--- src/shared/soft_reset_defs.svh ---
`ifndef SOFT_RESET_DEFS_SVH
`define SOFT_RESET_DEFS_SVH

// Register byte offsets from the system control base
`define SRR_ADDR_W            12
`define SRR_SERIAL_OFFSET     12'h044
`define SRR_GPIO_OFFSET       12'h048

// Reset values
`define SRR_SERIAL_RESET      32'h0000_0000
`define SRR_GPIO_RESET        32'h0000_0000
`define SRR_ZERO_WORD         32'h0000_0000

// Writable bit positions; every other bit is reserved and reads zero
`define SRR_SERIAL_IMPL       32'h0000_1037
`define SRR_GPIO_IMPL         32'h0000_00ff

// Field positions in the serial register
`define SRR_TWO_WIRE0_BIT     12
`define SRR_SYNC1_BIT         5
`define SRR_SYNC0_BIT         4
`define SRR_ASYNC2_BIT        2
`define SRR_ASYNC1_BIT        1
`define SRR_ASYNC0_BIT        0

// Field positions in the port register
`define SRR_PORT_MSB          7
`define SRR_PORT_LSB          0

`endif

--- src/shared/soft_reset_pkg.sv ---
package soft_reset_pkg;

   typedef logic [31:0] word_t;

   typedef enum logic [1:0] {
      SEL_NONE   = 2'b00,
      SEL_SERIAL = 2'b01,
      SEL_GPIO   = 2'b10
   } reg_sel_t;

endpackage

--- src/shared/reset_bank_if.sv ---
interface reset_bank_if;
   import soft_reset_pkg::*;

   logic  wr_en;    // Write strobe, one cycle
   word_t wr_data;  // Data written by software
   word_t wr_mask;  // Capability mask for this write
   word_t value;    // Current register contents

   modport ctrl (output wr_en, output wr_data, output wr_mask, input value);
   modport bank (input wr_en, input wr_data, input wr_mask, output value);
endinterface

--- src/hdl/peripheral_soft_reset_regs.sv ---
// What this block does
// - The port register holds one read/write reset bit per port, port H at bit 7 down to A at bit 0.
// - Writes to the port register only change bits enabled in capability mask four.
// - Reserved bits (31:8 of the port register; 31:13, 11:6 and 3 of the serial one) read zero.
// - The port register sits at offset 0x048 and resets to zero, no peripheral held in reset.
// - Bit 12 of the serial register is the read/write reset for two-wire unit 0, reset zero.
// - Bits 5 and 4 of the serial register reset sync serial units 1 and 0, reset zero.
// - Bits 2, 1 and 0 of the serial register reset async serial units 2, 1 and 0, reset zero.
// - The serial register sits at offset 0x044 and writes to it are gated by capability mask two.
`include "soft_reset_defs.svh"

module peripheral_soft_reset_regs (
   input  wire logic                       pclk,                  // System clock
   input  wire logic                       presetn,               // Async reset, active low
   input  wire logic                       psel,                  // APB select
   input  wire logic                       penable,               // APB access phase
   input  wire logic                       pwrite,                // APB write
   input  wire logic [`SRR_ADDR_W-1:0]     paddr,                 // APB byte address
   input  wire soft_reset_pkg::word_t      pwdata,                // APB write data
   output soft_reset_pkg::word_t           prdata,                // APB read data
   output logic                            pready,                // APB ready
   output logic                            pslverr,               // APB error, unmapped
   input  wire soft_reset_pkg::word_t      capability_mask_two,   // Serial write mask
   input  wire soft_reset_pkg::word_t      capability_mask_four,  // Port write mask
   output logic [7:0]                      port_reset,            // Port H..A held in reset
   output logic                            two_wire_unit0_reset,  // Two-wire unit 0 reset
   output logic [1:0]                      sync_serial_reset,     // Sync serial 1..0 reset
   output logic [2:0]                      async_serial_reset     // Async serial 2..0 reset
);
   import soft_reset_pkg::*;

   reset_bank_if serial_if ();
   reset_bank_if gpio_if ();

   reg_sel_t sel;
   logic     access;
   logic     wr_fire;
   word_t    prdata_r;
   word_t    prdata_nxt;
   logic     err_r;
   logic     err_nxt;

   ////////////////////////////////////////////////////////////////////////
   // Address decode
   always_comb begin
      unique case (paddr)
         `SRR_SERIAL_OFFSET: sel = SEL_SERIAL;
         `SRR_GPIO_OFFSET:   sel = SEL_GPIO;
         default:            sel = SEL_NONE;
      endcase
   end

   assign access  = psel && penable;
   assign wr_fire = access && pwrite && (sel != SEL_NONE);

   ////////////////////////////////////////////////////////////////////////
   // Write ports of the two banks
   assign serial_if.wr_en   = wr_fire && (sel == SEL_SERIAL);
   assign serial_if.wr_data = pwdata;
   assign serial_if.wr_mask = capability_mask_two;
   assign gpio_if.wr_en     = wr_fire && (sel == SEL_GPIO);
   assign gpio_if.wr_data   = pwdata;
   assign gpio_if.wr_mask   = capability_mask_four;

   reset_bank_reg #(
      .RESET_VALUE (`SRR_SERIAL_RESET),
      .IMPL_BITS   (`SRR_SERIAL_IMPL)
   ) u_serial (
      .pclk    (pclk),
      .presetn (presetn),
      .bus     (serial_if.bank)
   );

   reset_bank_reg #(
      .RESET_VALUE (`SRR_GPIO_RESET),
      .IMPL_BITS   (`SRR_GPIO_IMPL)
   ) u_gpio (
      .pclk    (pclk),
      .presetn (presetn),
      .bus     (gpio_if.bank)
   );

   ////////////////////////////////////////////////////////////////////////
   // Read data and error captured in the setup phase, shown in the access phase
   always_comb begin
      prdata_nxt = prdata_r;
      err_nxt    = err_r;
      if (psel && !penable) begin
         err_nxt = (sel == SEL_NONE);
         unique case (sel)
            SEL_SERIAL: prdata_nxt = pwrite ? `SRR_ZERO_WORD : serial_if.value;
            SEL_GPIO:   prdata_nxt = pwrite ? `SRR_ZERO_WORD : gpio_if.value;
            default:    prdata_nxt = `SRR_ZERO_WORD;
         endcase
      end
   end

   always_ff @(posedge pclk or negedge presetn) begin
      if (!presetn) begin
         prdata_r <= `SRR_ZERO_WORD;
         err_r    <= 1'b0;
      end else begin
         prdata_r <= prdata_nxt;
         err_r    <= err_nxt;
      end
   end

   assign prdata  = prdata_r;
   assign pready  = 1'b1;
   assign pslverr = access && err_r;

   ////////////////////////////////////////////////////////////////////////
   // Reset levels to the peripherals, straight from the register flops
   assign port_reset              = gpio_if.value[`SRR_PORT_MSB:`SRR_PORT_LSB];
   assign two_wire_unit0_reset    = serial_if.value[`SRR_TWO_WIRE0_BIT];
   assign sync_serial_reset[1]    = serial_if.value[`SRR_SYNC1_BIT];
   assign sync_serial_reset[0]    = serial_if.value[`SRR_SYNC0_BIT];
   assign async_serial_reset[2]   = serial_if.value[`SRR_ASYNC2_BIT];
   assign async_serial_reset[1]   = serial_if.value[`SRR_ASYNC1_BIT];
   assign async_serial_reset[0]   = serial_if.value[`SRR_ASYNC0_BIT];

endmodule // peripheral_soft_reset_regs

--- src/hdl/reset_bank_reg.sv ---
`include "soft_reset_defs.svh"

module reset_bank_reg #(
   parameter soft_reset_pkg::word_t RESET_VALUE = `SRR_ZERO_WORD,
   parameter soft_reset_pkg::word_t IMPL_BITS   = `SRR_ZERO_WORD
) (
   input  wire logic   pclk,     // System clock
   input  wire logic   presetn,  // Asynchronous reset, active low
   reset_bank_if.bank  bus       // Write port and current value
);
   import soft_reset_pkg::*;

   ////////////////////////////////////////////////////////////////////////
   // One flop per implemented bit; reserved bits are constant zero
   genvar i;
   generate
      for (i = 0; i < 32; i = i + 1) begin : g_bit
         if (IMPL_BITS[i]) begin : g_impl
            logic bit_r;
            logic bit_nxt;

            always_comb begin
               // Capability mask blocks writes to absent units
               if (bus.wr_en && bus.wr_mask[i]) begin
                  bit_nxt = bus.wr_data[i];
               end else begin
                  bit_nxt = bit_r;
               end
            end

            always_ff @(posedge pclk or negedge presetn) begin
               if (!presetn) begin
                  bit_r <= RESET_VALUE[i];
               end else begin
                  bit_r <= bit_nxt;
               end
            end

            assign bus.value[i] = bit_r;
         end else begin : g_rsvd
            assign bus.value[i] = 1'b0;
         end
      end
   endgenerate

endmodule // reset_bank_reg

--- config.mk ---
export PLATFORM = sky130hd
export DESIGN_NAME = peripheral_soft_reset_regs
export DESIGN_NICKNAME = d
export VERILOG_FILES = /design/src/shared/soft_reset_pkg.sv /design/src/shared/reset_bank_if.sv /design/src/hdl/peripheral_soft_reset_regs.sv /design/src/hdl/reset_bank_reg.sv
export VERILOG_INCLUDE_DIRS = /design/src /design/src/shared
export SDC_FILE = /design/constraint.sdc
export NUM_CORES = 1
export LEC_CHECK = 0
export BUFFER_PORTS_ARGS = -buffer_cell sky130_fd_sc_hd__buf_2
export CORE_UTILIZATION = 38
export CTS_CLUSTER_SIZE = 14
export DETAILED_ROUTE_END_ITERATION = 6
export GPL_TIMING_DRIVEN = 0
export PLACE_DENSITY_LB_ADDON = 0.15
export SLEW_MARGIN = 30
export SYNTH_ARGS = -nofsm -noshare
export SYNTH_HDL_FRONTEND = slang
export SYNTH_SLANG_ARGS = --single-unit
--- constraint.sdc ---
create_clock -name pclk -period 1.47 [get_ports pclk]
set_input_delay 0.2205 -clock pclk [delete_from_list [all_inputs] [get_ports pclk]]
set_output_delay 0.2205 -clock pclk [all_outputs]
set_load 0.03 [all_outputs]
==> impl_metrics.tcl <==
set metrics [dict create \
    fp.dieW_um 65.5 \
    num_vias 1286 \
    dp_slack_ps -949 \
    gp_congestion 0.707 \
    rsz0062_at_grt "true" \
    htree_levels 1 \
    synth_area_leaders "dfrtp_1, buf_4, mux2_4, nand3_2, nand2_1" \
    rr_startpoint "u_serial.g_bit[12].g_impl.bit_r" \
    slew_violations 0 \
    design_area_sq_um 2440 \
    critPathMaxFanout 4 \
    fillerInstances 314 \
    fmax_ghz 0.480 \
    setup_violations 23 \
    hold_class "in -> reg" \
    cp_common_cell "buf_6" \
    worstSetupStartpointType "input pin" \
    cpPeakStageDelay_ps 430 \
    drive_above_1_share_pct 67.6 \
    tritoncts "done" \
    wl_per_cell_um 12.3 \
    yosysTopAreaCellShare_pct 39.2 \
    path_buf_inv 3 \
    hold_depth 2 \
    grt-ovfl-total 0 \
    relSlewSlack_pct 64.8 \
    finalCritPeriodShare_pct 142 \
    area_growth_pct 59.2 \
    required_ps 1620 \
    critical_path.cell_chain "buf_6 > nor4b_4 > nand3_2 > or3b_4 > ha_4 > and4b_1 > buf_6 > buf_6 > nand3_2 > mux2_4" \
    dieArea_sq_um 4290 \
    drc 0 \
    status "finished with violations" \
    hold_path.startpoint "pwdata[3]" \
    placed_cell_area_sq_um 2030 \
    grt_max_degree 25 \
    rr_worst_depth 1 \
    drtIter0Drc 27 \
    r2r_slack_ps 670 \
    arrival_ps 2230 \
    top_layer_used "met4" \
    hold_end "u_gpio.g_bit[3].g_impl.bit_r" \
    clk_pin_slew_ps 90 \
    r2r-end "u_serial.g_bit[12].g_impl.bit_r" \
    worst_path_dominant_cell_family "simple AND/OR/NAND/NOR gates" \
    hold_violations 0 \
    synth_area_sq_um 1530 \
    port_buffers 63 \
    synth.largest_area_cell "dfrtp_1" \
    cts_buffer_depth 2 \
    dp_hpwl_um 2470 \
    p_per_area_nw_per_um2 609 \
    ant_nets 0 \
    core_sq_um 3770 \
    antenna_found_initial 0 \
    yosysWarnings 0 \
    io_pins 161 \
    grt_pass1_wl_um 5460 \
    avgSynthCellArea_sq_um 10.6 \
    cp_slowest_cell "or3b_4" \
    period_needed_ps 2090 \
    critPathCaptureType "flop" \
    dr.pass1.iters 3 \
    root_buffer "clkbuf_8" \
    grt_usage_pct 17.1 \
    synth.distinct_cells 23 \
    insertedDiodeCount 0 \
    skew_ps 8.99 \
    ys_seq_elements 24 \
    cts_buffers 3 \
    initial_core_util_pct 40.6 \
    failed_checks "negative setup slack" \
    route.met3.wl_um 236 \
    nets 364 \
    clock-sinks 24 \
    grt_pass1_vias 1175 \
    irDropWorstVdd_mv 0.834 \
    p_leak_nw 1.29 \
    worst_slack_ps -615 \
    worst-setup-path-type "in -> reg" \
    synth_cells 144 \
    die_h_um 65.5 \
    worst_slew_pin_slew_ps 529 \
    max-cap-violations 0 \
    rows 22 \
    routedLengthMet1_um 1550 \
    ys_seq_area_share_pct 39.2 \
    wl_met2_um 1810 \
    viasPerCell 4.36 \
    drt-total-wl_um 3620 \
    clock_latency_ps 270 \
]
## layer usage
layer	up-vias	global-route usage [%]
met5	-	0
met4	0	4.08
met3	2	3.99
met2	65	28.4
met1	581	22.2
li1	638	-
## logic make-up (layout without fill, tap and decap cells)
| family | after synthesis | count (layout) | synth area share, % |
|---|---|---|---|
| flops | 24 | 24 | 39.2 |
| compound gates | 14 | 14 | 5.39 |
| simple gates | 44 | 44 | 18.3 |
| mux | 14 | 14 | 12.7 |
| fa+ha+maj | 3 | 3 | 2.45 |
| other cells | 2 | 24 | 0.490 |
| buf+inv | 43 | 124 | 21.5 |
## cell type report
cell class	count	area, sq um	area share, %
repair buffers	77	515	21.1
plain buffers	43	354	14.5
well taps	48	60.1	2.46
flip-flops and latches	24	601	24.6
clock buffers	3	41.3	1.69
multi-input cells	99	838	34.4
clock inverters	1	30.0	1.23
## what timing repair did
action | 4_1_cts | 5_1_grt
gates resized for setup | 36 | 9
gates cloned | 1 | 0
pin swaps | 18 | 11
buffers inserted | 13 | 2
hold buffers | 1 | 0
hold endpoints to repair | 24 | 0
setup endpoints to repair | 23 | 23
## state kept, by name, summed over array words and instances (netlist names)
signal	count
err_r	1
prdata	9
u_gpio.g_bit.g_impl.bit_r	8
u_serial.g_bit.g_impl.bit_r	6
## cells in the mapped netlist (all sizes together)
cell type and n:
and2b 1, dfrtp 24, or3b 2, ha 3, nand3 19, and3 1
o21ai 9, and4b 1, conb 2, nor4 1, nor2 2, a22oi 5
clkbuf 1, nand2 13, or2b 1, nor4b 1, buf 42, nor3b 2
mux2 14
## through the flow
stage                     hold slack, ps  power [mW]  std cells  TNS (ps)  utilization, %
after floorplan                    -75.1       0.826        166    -12140               -
after global placement               230       0.907        277    -18320            53.7
after detailed placement             227       0.908        277    -18350            53.7
after CTS                            180        1.49        293    -10840            63.1
after global routing                 177        1.55        295    -13020            64.7
final                                180        1.49        295    -11920            64.7
## placed cells by master, fill, tap and decap left out, types with 2 or more instances in the layout
cell      instances
a22oi_2           4
buf_12            3
buf_2            59
buf_4            41
buf_6            12
buf_8             2
clkbuf_8          3
conb_1           24
dfrtp_1          24
ha_2              2
mux2_4           14
nand2_1          12
nand3_1           3
nand3_2          14
nand3_4           2
nor3b_2           2
o21ai_1           9
or3b_4            2
## power breakdown
group          switching, mW  leakage (nW)  internal [mW]
registers            0.00211         0.333          0.663
logic                  0.149         0.920          0.101
clock network          0.207        0.0357          0.364
total                  0.358          1.29           1.13
## worst max path at each step
stage	start	end	slack (ps)	cells past startpoint
6_report	paddr[4]	u_serial.g_bit[12].g_impl.bit_r	-620	10
5_1_grt	paddr[4]	u_serial.g_bit[12].g_impl.bit_r	-660	10
4_1_cts	paddr[10]	u_gpio.g_bit[4].g_impl.bit_r	-570	10
3_5_place_dp	paddr[9]	u_serial.g_bit[4].g_impl.bit_r	-950	10
3_3_place_gp	paddr[9]	u_serial.g_bit[5].g_impl.bit_r	-940	10
2_1_floorplan	paddr[9]	u_serial.g_bit[0].g_impl.bit_r	-690	9
No activity file was read; power rests on OpenSTA's default activity.
